[config.mk]
export PLATFORM = sky130hd
export DESIGN_NAME = tws_ctrl
export DESIGN_NICKNAME = d
export VERILOG_FILES = /design/src/pkg/tws_pkg.sv /design/src/pkg/tws_line_if.sv /design/src/core/tws_line_sync.sv /design/src/core/tws_ctrl.sv
export VERILOG_INCLUDE_DIRS = /design/src /design/src/pkg
export SDC_FILE = /design/constraint.sdc
export NUM_CORES = 1
export LEC_CHECK = 0
export BUFFER_PORTS_ARGS = -buffer_cell sky130_fd_sc_hd__buf_2
export CORE_MARGIN = 5
export CORE_UTILIZATION = 30
export CTS_BUF_LIST = sky130_fd_sc_hd__clkbuf_4 sky130_fd_sc_hd__clkbuf_8
export DETAILED_ROUTE_END_ITERATION = 10
export HOLD_SLACK_MARGIN = 0.1
export PLACE_DENSITY = 0.57
export SETUP_SLACK_MARGIN = 0.02
export SYNTH_ARGS = -nofsm -noshare
export SYNTH_HDL_FRONTEND = slang
export SYNTH_SLANG_ARGS = --single-unit
[constraint.sdc]
create_clock -name mclk_i -period 3.34 [get_ports mclk_i]
set_input_delay 0.501 -clock mclk_i [delete_from_list [all_inputs] [get_ports mclk_i]]
set_output_delay 0.501 -clock mclk_i [all_outputs]
set_load 0.1 [all_outputs]
[src/pkg/tws_regs.svh]
// register offsets, field positions, reset values and timing counts of the two-wire controller
`ifndef TWS_REGS_SVH
`define TWS_REGS_SVH

// ==========================================================
// register offsets
`define TWS_OFS_CFG 8'h09
`define TWS_OFS_SC 8'h28
`define TWS_OFS_DATA 8'h29

// ==========================================================
// status/control field positions
`define TWS_SC_EN 0
`define TWS_SC_STOP 1
`define TWS_SC_LOST 2
`define TWS_SC_ADDR 3
`define TWS_SC_ACK 4
`define TWS_SC_XMIT 5
`define TWS_SC_CONT 6
`define TWS_SC_ROLE 7

// ==========================================================
// configuration field positions
`define TWS_CFG_POS 7
`define TWS_CFG_W1 1

// ==========================================================
// reset values
`define TWS_SC_RST 8'h00
`define TWS_CFG_RST 8'h00

// ==========================================================
// timing: 100 kHz bit time, 20 MHz clock, four phases per bit
`define TWS_BIT_NS 10000
`define TWS_CLK_NS 50
`define TWS_QTR_CYC ((`TWS_BIT_NS / 4) / `TWS_CLK_NS)
`define TWS_BYTE_BITS 4'h8

`endif

[src/pkg/tws_pkg.sv]
// types shared by the two-wire controller modules
`default_nettype none
package tws_pkg;

  // ========================================================
  // controller states, one-hot
  typedef enum logic [10:0] {
    ST_IDLE    = 11'h001,
    ST_MSTART  = 11'h002,
    ST_MBIT    = 11'h004,
    ST_MACK    = 11'h008,
    ST_HOLD    = 11'h010,
    ST_MRSTART = 11'h020,
    ST_MSTOP   = 11'h040,
    ST_SRX     = 11'h080,
    ST_SACK    = 11'h100,
    ST_STX     = 11'h200,
    ST_LOST    = 11'h400
  } tws_state_type;

endpackage : tws_pkg

`default_nettype wire

[src/pkg/tws_line_if.sv]
// synchronised line levels and line events passed from the sampler to the controller
`timescale 1ns/10ps
`default_nettype none

interface tws_line_if;
  logic scl;
  logic sda;
  logic scl_rise;
  logic scl_fall;
  logic start_det;
  logic stop_det;
  logic qtick;

  // ========================================================
  // sampler drives, controller listens
  modport engine(output scl, sda, scl_rise, scl_fall, start_det, stop_det, qtick);
  modport ctrl(input scl, sda, scl_rise, scl_fall, start_det, stop_det, qtick);
endinterface : tws_line_if

`default_nettype wire

[src/core/tws_line_sync.sv]
// line sampler: pin synchronisers, edge and start/stop detection, quarter-bit tick
`timescale 1ns/10ps
`default_nettype none
`include "tws_regs.svh"

module tws_line_sync #(
  parameter int QTR_CYC = `TWS_QTR_CYC
) (
  // clock and reset
  input wire logic mclk_i,
  input wire logic rst_b_i,
  // raw pin levels
  input wire logic scl_pin_i,
  input wire logic sda_pin_i,
  // line events
  tws_line_if.engine ln
);

  // ========================================================
  // parameter check
  generate
    if (QTR_CYC < 2 || QTR_CYC > 255) begin : g_bad_qtr
      $error("tws_line_sync: QTR_CYC must lie in 2..255");
    end
  endgenerate

  logic [1:0] scl_meta;
  logic [1:0] sda_meta;
  logic scl_prev;
  logic sda_prev;
  logic [7:0] div;
  logic [7:0] div_last;

  assign div_last = 8'(QTR_CYC - 1);

  // ========================================================
  // two-flop sync
  always_ff @(posedge mclk_i or negedge rst_b_i) begin
    if (!rst_b_i) begin
      scl_meta <= 2'h3;
      sda_meta <= 2'h3;
      scl_prev <= 1'b1;
      sda_prev <= 1'b1;
    end else begin
      scl_meta <= {scl_meta[0], scl_pin_i};
      sda_meta <= {sda_meta[0], sda_pin_i};
      scl_prev <= scl_meta[1];
      sda_prev <= sda_meta[1];
    end
  end

  assign ln.scl = scl_meta[1];
  assign ln.sda = sda_meta[1];
  assign ln.scl_rise = scl_meta[1] & ~scl_prev;
  assign ln.scl_fall = ~scl_meta[1] & scl_prev;
  // data falling while clock high is a start, rising is a stop
  assign ln.start_det = scl_meta[1] & scl_prev & sda_prev & ~sda_meta[1];
  assign ln.stop_det = scl_meta[1] & scl_prev & ~sda_prev & sda_meta[1];

  // ========================================================
  // free-running quarter-bit divider; the master aligns to it
  always_ff @(posedge mclk_i or negedge rst_b_i) begin
    if (!rst_b_i) begin
      div <= 8'h00;
    end else if (div == div_last) begin
      div <= 8'h00;
    end else begin
      div <= div + 8'h01;
    end
  end

  assign ln.qtick = (div == div_last);

endmodule : tws_line_sync

`default_nettype wire

[src/core/tws_ctrl.sv]
// two-wire master/slave byte controller with register port and gpio pin takeover
// Summary of operation
// - enable takes pins from gpio
// - enabled pins are open drain only
// - role set sends start then data byte
// - role cleared one to zero sends stop
// - master clocks, drives data, arbitrates, synchronises
// - lost arbitration clears role, flags, interrupts
// - lost arbitration mid-byte interrupt waits for bus end; role set on a busy bus interrupts at once
// - busy reads one and locks status writes
// - after interrupt wait for continue write
// - direction bit: one transmit, zero receive
// - first byte after start always transmits
// - receive acknowledge from acknowledge bit
// - transmit acknowledge bit shows receiver answer
// - first-byte flag set, cleared by continue
// - repeat start with continue and role
// - hardware clears repeat-start bit itself
// - slave receive stop flag unless nacked
// - interrupt per byte, stop, lost arbitration
// - hold clock low while firmware responds
// - clock bit0, data bit1, port 1/2
// - separate receive and transmit data registers
`timescale 1ns/10ps
`default_nettype none
`include "tws_regs.svh"

module tws_ctrl #(
  parameter int QTR_CYC = `TWS_QTR_CYC
) (
  // clock and reset
  input wire logic mclk_i,
  input wire logic rst_b_i,
  // register port
  input wire logic [7:0] addr_i,
  input wire logic [7:0] wdata_i,
  input wire logic wr_i,
  input wire logic rd_i,
  output logic [7:0] rdata_o,
  // interrupt request, one cycle per event
  output logic irq_o,
  // gpio port 1 low pins: gpio logic request and pin levels
  input wire logic [1:0] gp1_do_i,
  input wire logic [1:0] gp1_oe_b_i,
  input wire logic [1:0] p1_in_i,
  output logic [1:0] p1_out_o,
  output logic [1:0] p1_oe_b_o,
  // gpio port 2 low pins
  input wire logic [1:0] gp2_do_i,
  input wire logic [1:0] gp2_oe_b_i,
  input wire logic [1:0] p2_in_i,
  output logic [1:0] p2_out_o,
  output logic [1:0] p2_oe_b_o
);

  // ========================================================
  // declarations
  tws_pkg::tws_state_type state;
  logic enable, role, xmit, ack, addr_flag, lost, restart, stop_seen;
  logic cfg_pos;
  logic [1:0] cfg_width;
  logic [7:0] tx_data, rx_data, shift;
  logic [3:0] cnt;
  logic [1:0] phase;
  logic scl_low, sda_low, nacked, was_rx, byte_tx, bus_act;
  logic use_p2, use_p1, busy, wr_sc, wr_ok, go, role_set, role_clr, slave_st, tick;
  logic [7:0] sc_view, cfg_view, rd_mux;

  tws_line_if ln();

  assign use_p2 = cfg_pos | cfg_width[`TWS_CFG_W1];
  assign use_p1 = enable & ~use_p2;

  tws_line_sync #(.QTR_CYC(QTR_CYC)) u_sync (
    .mclk_i(mclk_i),
    .rst_b_i(rst_b_i),
    .scl_pin_i(use_p2 ? p2_in_i[0] : p1_in_i[0]),
    .sda_pin_i(use_p2 ? p2_in_i[1] : p1_in_i[1]),
    .ln(ln)
  );

  // ========================================================
  // pin takeover
  // gpio when disabled
  // open drain: output level low, enable only to pull
  assign p1_out_o = use_p1 ? 2'h0 : gp1_do_i;
  assign p1_oe_b_o = use_p1 ? {~sda_low, ~scl_low} : gp1_oe_b_i;
  assign p2_out_o = (enable & use_p2) ? 2'h0 : gp2_do_i;
  assign p2_oe_b_o = (enable & use_p2) ? {~sda_low, ~scl_low} : gp2_oe_b_i;

  // ========================================================
  // write decode
  // busy locks status writes
  assign busy = (state != tws_pkg::ST_IDLE) && (state != tws_pkg::ST_HOLD);
  assign wr_sc = wr_i && (addr_i == `TWS_OFS_SC);
  assign wr_ok = wr_sc & ~busy;
  assign go = wr_ok & wdata_i[`TWS_SC_CONT];
  assign role_set = wr_ok & wdata_i[`TWS_SC_ROLE] & ~role & enable;
  assign role_clr = wr_ok & ~wdata_i[`TWS_SC_ROLE] & role;
  assign slave_st = (state == tws_pkg::ST_SRX) || (state == tws_pkg::ST_SACK) ||
                    (state == tws_pkg::ST_STX) || ((state == tws_pkg::ST_HOLD) && !role);
  assign tick = ln.qtick;

  // ========================================================
  // read view
  // bit 2 shares lost and pending repeat start; hardware clears the latter
  assign sc_view = {role, busy, xmit, ack, addr_flag, lost | restart, stop_seen, enable};
  assign cfg_view = {cfg_pos, 5'h00, cfg_width};
  assign rd_mux = (addr_i == `TWS_OFS_SC) ? sc_view :
                  (addr_i == `TWS_OFS_DATA) ? rx_data :
                  (addr_i == `TWS_OFS_CFG) ? cfg_view : 8'h00;

  // read data valid the cycle after the strobe; config and transmit data writes
  // transmit byte kept apart from received byte
  always_ff @(posedge mclk_i or negedge rst_b_i) begin
    if (!rst_b_i) begin
      rdata_o <= 8'h00;
      tx_data <= 8'h00;
      {cfg_pos, cfg_width} <= 3'h0;
    end else begin
      rdata_o <= rd_i ? rd_mux : 8'h00;
      if (wr_i && addr_i == `TWS_OFS_DATA) begin
        tx_data <= wdata_i;
      end
      if (wr_i && addr_i == `TWS_OFS_CFG) begin
        {cfg_pos, cfg_width} <= {wdata_i[`TWS_CFG_POS], wdata_i[1:0]};
      end
    end
  end

  // bus occupancy seen from start and stop conditions
  always_ff @(posedge mclk_i or negedge rst_b_i) begin
    if (!rst_b_i) begin
      bus_act <= 1'b0;
    end else if (ln.start_det) begin
      bus_act <= 1'b1;
    end else if (ln.stop_det || !enable) begin
      bus_act <= 1'b0;
    end
  end

  // ========================================================
  // status bits and byte sequencer; hardware sets follow the firmware write so they win
  always_ff @(posedge mclk_i or negedge rst_b_i) begin
    if (!rst_b_i) begin
      {role, xmit, ack, addr_flag, lost, stop_seen, enable} <= 7'h00;
      restart <= 1'b0;
      state <= tws_pkg::ST_IDLE;
      {scl_low, sda_low, nacked, was_rx, byte_tx} <= 5'h00;
      shift <= 8'h00;
      rx_data <= 8'h00;
      cnt <= 4'h0;
      phase <= 2'h0;
      irq_o <= 1'b0;
    end else begin
      irq_o <= 1'b0;
      if (wr_ok) begin
        enable <= wdata_i[`TWS_SC_EN];
        role <= wdata_i[`TWS_SC_ROLE];
        xmit <= wdata_i[`TWS_SC_XMIT];
        ack <= wdata_i[`TWS_SC_ACK];
        restart <= wdata_i[`TWS_SC_LOST];
        lost <= 1'b0;
        stop_seen <= stop_seen & wdata_i[`TWS_SC_STOP];
        if (wdata_i[`TWS_SC_CONT]) begin
          addr_flag <= 1'b0;
        end
      end
      if (!enable) begin
        // disabled controller lets go of both lines
        state <= tws_pkg::ST_IDLE;
        scl_low <= 1'b0;
        sda_low <= 1'b0;
      end else begin
        case (state)
          tws_pkg::ST_IDLE: begin
            if (role_set && bus_act) begin
              // bus already taken by someone else: report as lost
              role <= 1'b0;
              lost <= 1'b1;
              addr_flag <= 1'b1;
              irq_o <= 1'b1;
            end else if (role_set) begin
              // start then first byte; always transmit
              shift <= tx_data;
              byte_tx <= 1'b1;
              phase <= 2'h0;
              state <= tws_pkg::ST_MSTART;
            end
          end
          tws_pkg::ST_MSTART: begin
            if (tick) begin
              phase <= phase + 2'h1;
              if (phase == 2'h0) begin
                sda_low <= 1'b1;
              end else begin
                scl_low <= 1'b1;
                phase <= 2'h0;
                cnt <= `TWS_BYTE_BITS;
                state <= tws_pkg::ST_MBIT;
              end
            end
          end
          tws_pkg::ST_MBIT: begin
            // master clocks and drives the data bits
            if (tick) begin
              case (phase)
                2'h0: begin
                  sda_low <= byte_tx & ~shift[7];
                  phase <= 2'h1;
                end
                2'h1: begin
                  scl_low <= 1'b0;
                  phase <= 2'h2;
                end
                2'h2: begin
                  // clock sync: wait while another device holds clock low
                  if (ln.scl) begin
                    shift <= {shift[6:0], ln.sda};
                    cnt <= cnt - 4'h1;
                    phase <= 2'h3;
                    // released a one but line reads zero
                    if (byte_tx && shift[7] && !ln.sda) begin
                      role <= 1'b0;
                      lost <= 1'b1;
                      addr_flag <= 1'b1;
                      sda_low <= 1'b0;
                      state <= tws_pkg::ST_LOST;
                    end
                  end
                end
                default: begin
                  scl_low <= 1'b1;
                  phase <= 2'h0;
                  if (cnt == 4'h0) begin
                    state <= tws_pkg::ST_MACK;
                  end
                end
              endcase
            end
          end
          tws_pkg::ST_MACK: begin
            if (tick) begin
              phase <= phase + 2'h1;
              case (phase)
                // receiver pulls data low when the ack bit is one
                2'h0: sda_low <= ~byte_tx & ack;
                2'h1: scl_low <= 1'b0;
                2'h2: begin
                  if (!ln.scl) begin
                    phase <= 2'h2;
                  end else if (byte_tx) begin
                    ack <= ~ln.sda;
                  end
                end
                default: begin
                  scl_low <= 1'b1;
                  if (!byte_tx) begin
                    rx_data <= shift;
                  end
                  was_rx <= ~byte_tx;
                  irq_o <= 1'b1;
                  state <= tws_pkg::ST_HOLD;
                end
              endcase
            end
          end
          tws_pkg::ST_HOLD: begin
            // stays here until continue, or as master a role clear, is written
            if (role) begin
              if (role_clr) begin
                phase <= 2'h0;
                state <= tws_pkg::ST_MSTOP;
              end else if (go) begin
                phase <= 2'h0;
                cnt <= `TWS_BYTE_BITS;
                if (wdata_i[`TWS_SC_LOST]) begin
                  state <= tws_pkg::ST_MRSTART;
                end else begin
                  // direction bit picks this byte's direction
                  shift <= tx_data;
                  byte_tx <= wdata_i[`TWS_SC_XMIT];
                  state <= tws_pkg::ST_MBIT;
                end
              end
            end else if (go) begin
              scl_low <= 1'b0;
              cnt <= `TWS_BYTE_BITS;
              if (was_rx) begin
                sda_low <= wdata_i[`TWS_SC_ACK];
                nacked <= ~wdata_i[`TWS_SC_ACK];
                state <= tws_pkg::ST_SACK;
              end else if (nacked) begin
                state <= tws_pkg::ST_SRX;
              end else begin
                shift <= tx_data;
                sda_low <= ~tx_data[7];
                state <= tws_pkg::ST_STX;
              end
            end
          end
          tws_pkg::ST_MRSTART: begin
            if (tick) begin
              phase <= phase + 2'h1;
              case (phase)
                2'h0: sda_low <= 1'b0;
                2'h1: scl_low <= 1'b0;
                2'h2: begin
                  if (!ln.scl) begin
                    phase <= 2'h2;
                  end else begin
                    sda_low <= 1'b1;
                    restart <= 1'b0;
                  end
                end
                default: begin
                  scl_low <= 1'b1;
                  shift <= tx_data;
                  byte_tx <= 1'b1;
                  state <= tws_pkg::ST_MBIT;
                end
              endcase
            end
          end
          tws_pkg::ST_MSTOP: begin
            if (tick) begin
              phase <= phase + 2'h1;
              case (phase)
                2'h0: sda_low <= 1'b1;
                2'h1: scl_low <= 1'b0;
                default: begin
                  if (!ln.scl) begin
                    phase <= phase;
                  end else begin
                    sda_low <= 1'b0;
                    state <= tws_pkg::ST_IDLE;
                  end
                end
              endcase
            end
          end
          tws_pkg::ST_SRX: begin
            if (ln.scl_rise && cnt != 4'h0) begin
              shift <= {shift[6:0], ln.sda};
              cnt <= cnt - 4'h1;
            end
            if (ln.scl_fall && cnt == 4'h0) begin
              // stretch clock while firmware reads the byte
              scl_low <= 1'b1;
              rx_data <= shift;
              was_rx <= 1'b1;
              irq_o <= 1'b1;
              state <= tws_pkg::ST_HOLD;
            end
          end
          tws_pkg::ST_SACK: begin
            if (was_rx && ln.scl_fall) begin
              cnt <= `TWS_BYTE_BITS;
              sda_low <= xmit & ~tx_data[7];
              shift <= tx_data;
              // slave direction from the direction bit
              state <= xmit ? tws_pkg::ST_STX : tws_pkg::ST_SRX;
            end else if (!was_rx && ln.scl_rise) begin
              ack <= ~ln.sda;
              nacked <= ln.sda;
            end else if (!was_rx && ln.scl_fall) begin
              scl_low <= 1'b1;
              irq_o <= 1'b1;
              state <= tws_pkg::ST_HOLD;
            end
          end
          tws_pkg::ST_STX: begin
            if (ln.scl_rise) begin
              cnt <= cnt - 4'h1;
            end
            if (ln.scl_fall && cnt == 4'h0) begin
              sda_low <= 1'b0;
              was_rx <= 1'b0;
              state <= tws_pkg::ST_SACK;
            end else if (ln.scl_fall) begin
              shift <= {shift[6:0], 1'b0};
              sda_low <= ~shift[6];
            end
          end
          tws_pkg::ST_LOST: begin
            // interrupt withheld until the winner's stop
            if (ln.stop_det) begin
              irq_o <= 1'b1;
              state <= tws_pkg::ST_IDLE;
            end
          end
          default: state <= tws_pkg::ST_IDLE;
        endcase
        // slave side: start and stop override any slave step
        if ((slave_st || state == tws_pkg::ST_IDLE) && !role && ln.start_det) begin
          // first byte after start or restart
          addr_flag <= 1'b1;
          cnt <= `TWS_BYTE_BITS;
          nacked <= 1'b0;
          scl_low <= 1'b0;
          sda_low <= 1'b0;
          state <= tws_pkg::ST_SRX;
        end else if (slave_st && ln.stop_det) begin
          // stop flagged only for an acknowledged receive
          if (!xmit && !nacked) begin
            stop_seen <= 1'b1;
            irq_o <= 1'b1;
          end
          scl_low <= 1'b0;
          sda_low <= 1'b0;
          state <= tws_pkg::ST_IDLE;
        end
      end
    end
  end

endmodule : tws_ctrl

`default_nettype wire

### Yosys cells after proc, flatten, opt, wreduce, memory -nomap -nowiden

Cells that the tools add are included.

* bits of input ports: 32
* word-level logic and storage cells: 451
* register bits after elaboration: 81

* eq/ne operators: 107
* add/subtract/negate cells: 3
* reduce and logical (&&, ||, !) cells: 54
* multiplexer cells: 221
* bitwise gates (word level): 37

Operator list (number)
* $mux 11: 28
* $mux 8: 27
* $pmux 11 s11: 1
* $mux 1: 110
* $ne 5x5->1 const B: 15
* $pmux 8 s7: 1
* $mux 4: 12
* $mux 2: 19
* $ne 5x3->1 const B: 7
* $ne 2x2->1 const B: 17
* $mux 10: 3
* $ne 3x3->1 const B: 10
* $ne 5x2->1 const B: 5
* $eq 8x6->1 const B: 3
* $ne 3x2->1 const B: 8
* $ne 6x4->1 const B: 4
* $ne 6x6->1 const B: 4
* $pmux 4 s6: 1
* $reduce_and 23->1: 1
* $ne 11x1->1 const B: 2
* $pmux 11 s2: 1
* $and 1x1->1: 20
* $reduce_and 20->1: 1
* $reduce_and 19->1: 1
* other kinds (55): 121

### Logic depth before layout (Yosys ltp)

* word-level depth: 14
* gate-level depth with buffers: 11
* depth with buffers taken out: 9

### Modules after synthesis

From an unflattened synthesis, not the netlist that was laid out.

* cell total of the unflattened synthesis: 540
* area, all modules: 5059.9 um2

By module, submodules not included
* tws_ctrl: instances 1, cells an instance 496, area each 4493.1 um2, sequential area each 1677.9 um2
* tws_line_sync: instances 1, cells an instance 44, area each 566.8 um2, sequential area each 357.8 um2

### Least setup slack after synthesis

Ideal clock, no wire load.

* path kind: register to output
* start: register enable
* end: output port p1_oe_b_o[0]
* stages on the path, launching flop included: 5
* data arrival time: 3.191 ns
* slack: -0.352 ns
* cells stage by stage: dfrtp_1 > clkbuf_1 > buf_1 > nand2_1 > o21ai_0

* word-level cells in the longest chain between the ends: 2

Ends and longest elaborated chain
* from (decl): RTL line tws_ctrl.sv:59 `logic enable, role, xmit, ack, addr_flag, lost, restart, stop_seen;`
* from (signal assigned): RTL line tws_ctrl.sv:158 `` enable <= wdata_i[`TWS_SC_EN]; ``
* $and 1x1->1: RTL line tws_ctrl.sv:72 `assign use_p1 = enable & ~use_p2;`
* $mux 2: RTL line tws_ctrl.sv:87 `assign p1_oe_b_o = use_p1 ? {~sda_low, ~scl_low} : gp1_oe_b_i;`
* to (decl): RTL line tws_ctrl.sv:47 `output logic [1:0] p1_oe_b_o,`

Every way passes these cells.

### Final worst setup path

* start: register state[6]
* end: register state[10]

* word-level cells in the longest chain between the ends: 12

Ends and longest elaborated chain
* from (decl): RTL line tws_ctrl.sv:58 `tws_pkg::tws_state_type state;`
* from (signal assigned): RTL line tws_ctrl.sv:148 `state <= tws_pkg::ST_IDLE;`
* from (signal assigned): RTL line tws_ctrl.sv:171 `state <= tws_pkg::ST_IDLE;`
* from (signal assigned): RTL line tws_ctrl.sv:188 `state <= tws_pkg::ST_MSTART;`
* $ne 11x1->1 or $ne 11x5->1 (tied branches): RTL line tws_ctrl.sv:94 `assign busy = (state != tws_pkg::ST_IDLE) && (state != tws_pkg::ST_HOLD);`
* $logic_and 1x1->1: RTL line tws_ctrl.sv:94
* $not 1->1: RTL line tws_ctrl.sv:96 `assign wr_ok = wr_sc & ~busy;`
* $and 1x1->1: RTL line tws_ctrl.sv:96
* $and 1x1->1 (2 in series): RTL line tws_ctrl.sv:99 `` assign role_clr = wr_ok & ~wdata_i[`TWS_SC_ROLE] & role; ``
* $mux 11: RTL line tws_ctrl.sv:271 `if (role_clr) begin`
* $mux 11: RTL line tws_ctrl.sv:270 `if (role) begin`
* $pmux 11 s11: RTL line tws_ctrl.sv:175 `case (state)`
* $mux 11: RTL line tws_ctrl.sv:403 `end else if (slave_st && ln.stop_det) begin`
* $mux 11: RTL line tws_ctrl.sv:395 `if ((slave_st || state == tws_pkg::ST_IDLE) && !role && ln.start_det) begin`
* $mux 11: RTL line tws_ctrl.sv:169 `if (!enable) begin`

Several ways; a longest one is shown, not always the timed one.
A chain may end at the register's enable or synchronous reset.

==> flow_metrics.env <==
export IMPL_yosysUniqueCellTypes=72
export IMPL_r2r_end="state[10]"
export IMPL_synth_simple_area_share_pct=25.0
export IMPL_synth_net_count=594
export IMPL_ys_seq_elements=81
export IMPL_clock_insertion_delay_worst_skew_ns=0.38
export IMPL_postSynth_asyncResetShare_pct=100
export IMPL_place_detailed_instances=837
export IMPL_final_max_slew_violation_count=0
export IMPL_top_area_cells_in_the_synthesized_netlist="dfrtp_1 36%, mux2_2 9.2%, nor2_1 4.1%, nand2_1 3.7%, dfstp_2 3.6%"
export IMPL_powerDensity_nw_per_um2=336
export IMPL_io_buffers=48
export IMPL_cts_hold_buffers_added=0
export IMPL_design_power_total_mw=2.03
export IMPL_dp_final_hpwl_mm=12.7
export IMPL_run_status="completed"
export IMPL_floorplan_die_area_um2=19800
export IMPL_maximum_ir_drop_on_the_vdd_rail_v=0.000175
export IMPL_leakage_nw=2.68
export IMPL_grt_max_degree=82
export IMPL_rsz0062_at_grt="no"
export IMPL_yosysWarnings=0
export IMPL_place_gp_congestion=0.951
export IMPL_final_nets=668
export IMPL_synth_top_cells_by_count="74 x dfrtp_1, 56 x nor2_1, 50 x nand2_1"
export IMPL_worst_case_clock_skew_ns=0.0166
export IMPL_post_route_drc_count=0
export IMPL_holdCritPathClass="in2async"
export IMPL_grt_pass1_vias=4698
export IMPL_proportion_of_synthesized_area_in_mux_cells_pct=12.3
export IMPL_ys_seq_area_share_pct=39.7
export IMPL_antenna_cells=0
export IMPL_reg2reg_depth=8
export IMPL_wire_length_of_the_first_global_routing_pass_mm=26.7
export IMPL_globalRouteOverflowTotal=0
export IMPL_cts_htree_levels=3
export IMPL_worstSetupEndpointType="flop"
export IMPL_final_setup_viol_count=0
export IMPL_viasPerCell=5.49
export IMPL_clock_tree_from_tritoncts="done"
export IMPL_clk_path_buf_depth=2
export IMPL_area_growth_pct=18.4
export IMPL_antenna_violating_nets_post_route=0
export IMPL_synth_cells=554
export IMPL_synth_xor_area_share_pct=2.22
export IMPL_fraction_of_the_mapped_netlist_area_in_compound_gates_pct=15.0
export IMPL_core_area_um2=16600
export IMPL_worst_setup_path_start_kind="flop"
export IMPL_final_seq_area_um2=2040
export IMPL_rows=47
export IMPL_synthFlopType="dfrtp_1"
export IMPL_crit_reg2reg_launch="state[6]"
export IMPL_floorplan_die_width_um=141
export IMPL_critical_path_peak_fanout=9
export IMPL_cp_num_cells=8
export IMPL_combinational_family_with_the_most_area_after_synthesis="simple AND/OR/NAND/NOR gates"
export IMPL_route_detailed_wl_per_inst_um=19.6
export IMPL_r2r_setup_slack_ns=0.26
export IMPL_cts_sinks=81
export IMPL_cts_repair_resized=0
export IMPL_timing_critical_path_required_ns=3.61
export IMPL_post_cts_setup_buffer_count=0
export IMPL_synth_most_common_cell="dfrtp_1"
export IMPL_crit_top_cell="buf_4"
export IMPL_drive_gt1_share_pct=27.3
export IMPL_post_synth_adder_cell_area_pct=1.95
export IMPL_worst_setup_path_type="reg2reg"
export IMPL_cts_root_buffer_cell="clkbuf_8"
export IMPL_drt_total_wl_mm=16.7
export IMPL_drtPass1Iterations=5
export IMPL_cap_violations=0
export IMPL_synthDominantCellAreaShare_pct=36.2
export IMPL_gr_usage_all_layers_pct=17.0
export IMPL_critical_path_top_delay_family="simple AND/OR/NAND/NOR gates"
export IMPL_relSlewSlack_pct=31.1
export IMPL_design_portCount=49
export IMPL_detailroute_via_count=4686
export IMPL_synth_enable_flop_cells=0
export IMPL_multi_input_area_um2=2900
export IMPL_antenna_violations_before_repair=0
export IMPL_drt_first_iter_violations=423
export IMPL_fillerInstances=1724
export IMPL_cp_num_buf_inv=2
export IMPL_finalHoldViolations=0
export IMPL_initial_utilization_pct=30.8
export IMPL_numCtsBuffers=9
export IMPL_worst_path_largest_cell_delay_ns=0.59
export IMPL_synth_area_per_cell_um2=9.25
export IMPL_maximum_frequency_from_static_timing_analysis_ghz=0.324
export IMPL_layout_min_cycle_time_ns=3.08
export IMPL_crit_path_cell_trace="buf_4, or4b_1, or4_1, a31oi_1, o311a_1, o21ai_2, buf_4, o32ai_1"
export IMPL_min_period_over_period_pct=92.3
export IMPL_timing_critical_path_arrival_ns=3.35
export IMPL_worst_hold_slack_ns=0.299
export IMPL_timing_critical_path_slowest_stage_cell="or4_1"
export IMPL_post_route_util_pct=36.4
export IMPL_path_clk_slew_ns=0.09
export IMPL_post_synth_top_area_cell="dfrtp_1"
export IMPL_fin_cells=853
export IMPL_tightestPinTransition_ns=1.03
export IMPL_die_h_um=141
export IMPL_syn_area_um2=5120
stage by stage:
| step | setup TNS, ns | area (µm²) | setup slack (ns) |
|---|---|---|---|
| 2_1_floorplan | -0.704 | 5120 | -0.352 |
| 3_3_place_gp | 0 | 5850 | 0.285 |
| 3_5_place_dp | 0 | 5850 | 0.289 |
| 4_1_cts | 0 | 6060 | 0.239 |
| 5_1_grt | 0 | 6060 | 0.0320 |
| 6_report | 0 | 6060 | 0.257 |
registers in the layout (all words and copies together), names as in the netlist, 2 cells and up:
register         count
state               11
u_sync.sda_meta      2
tx_data              8
rx_data              8
cnt                  4
phase                2
rdata_o              8
u_sync.scl_meta      2
cfg_width            2
u_sync.div           8
shift                8
layer usage:
metal  GRT usage, %  up-vias  wire length (µm)
met5              0        -                 0
met4           5.41        0               331
met3           2.91       23              1040
met2           27.1      155              7710
met1           23.6     2312              7660
li1               -     2196                 -
kinds of logic (layout without fill, tap and decap cells):
family | count (synthesis) | after routing
buf+inv | 46 | 125
xor+xnor | 13 | 13
fa+ha+maj | 8 | 8
compound gates | 109 | 109
flops | 81 | 81
simple gates | 240 | 240
mux | 57 | 57
worst reg2reg max path, cell delays in order (launching register included):
cell and delay, ns:
dfrtp_1 0.49, buf_4 0.21, or4b_1 0.58, or4_1 0.59
a31oi_1 0.25, o311a_1 0.25, o21ai_2 0.17, buf_4 0.19
o32ai_1 0.25
where the power goes:
group          total, mW  internal, mW  leakage, nW  switching [mW]
combinational      0.223        0.0721         1.51           0.151
sequential          1.03          1.01         1.06          0.0264
clock              0.779         0.376        0.105           0.403
total               2.03          1.45         2.68           0.581
cell type report:
| class | instances | share of cell area, % |
|---|---|---|
| multi-input cells | 427 | 47.9 |
| flip-flops and latches | 81 | 33.6 |
| repair buffers | 92 | 9.45 |
| well taps | 220 | 4.54 |
| clock buffers | 10 | 2.27 |
| clock inverters | 6 | 1.24 |
| inverters | 17 | 1.05 |
layout by cell type (no fill, tap or decap), types with 7 or more instances in the layout:
master,count
a21oi_1,15
a31oi_1,9
and3_1,8
buf_2,47
buf_4,45
clkbuf_8,10
dfrtp_1,74
dfstp_2,7
ha_1,8
inv_1,17
mux2_2,42
mux2i_1,9
nand2_1,50
nand2b_1,11
nand3_1,23
nand4_1,12
nor2_1,56
nor2b_1,8
nor3_1,14
nor4_1,9
nor4b_1,7
o21ai_0,25
o22ai_1,7
or4_1,8
xor2_1,8
worst max-delay path by stage:
stage	from	to	slack [ns]
2_1_floorplan	enable	p1_oe_b_o[0]	-0.35
3_3_place_gp	state[6]	cnt[2]	0.28
3_5_place_dp	state[6]	state[10]	0.29
4_1_cts	state[6]	state[10]	0.24
5_1_grt	state[6]	state[10]	0.03
6_report	state[6]	state[10]	0.26
Power figures use the tool's default switching activity.
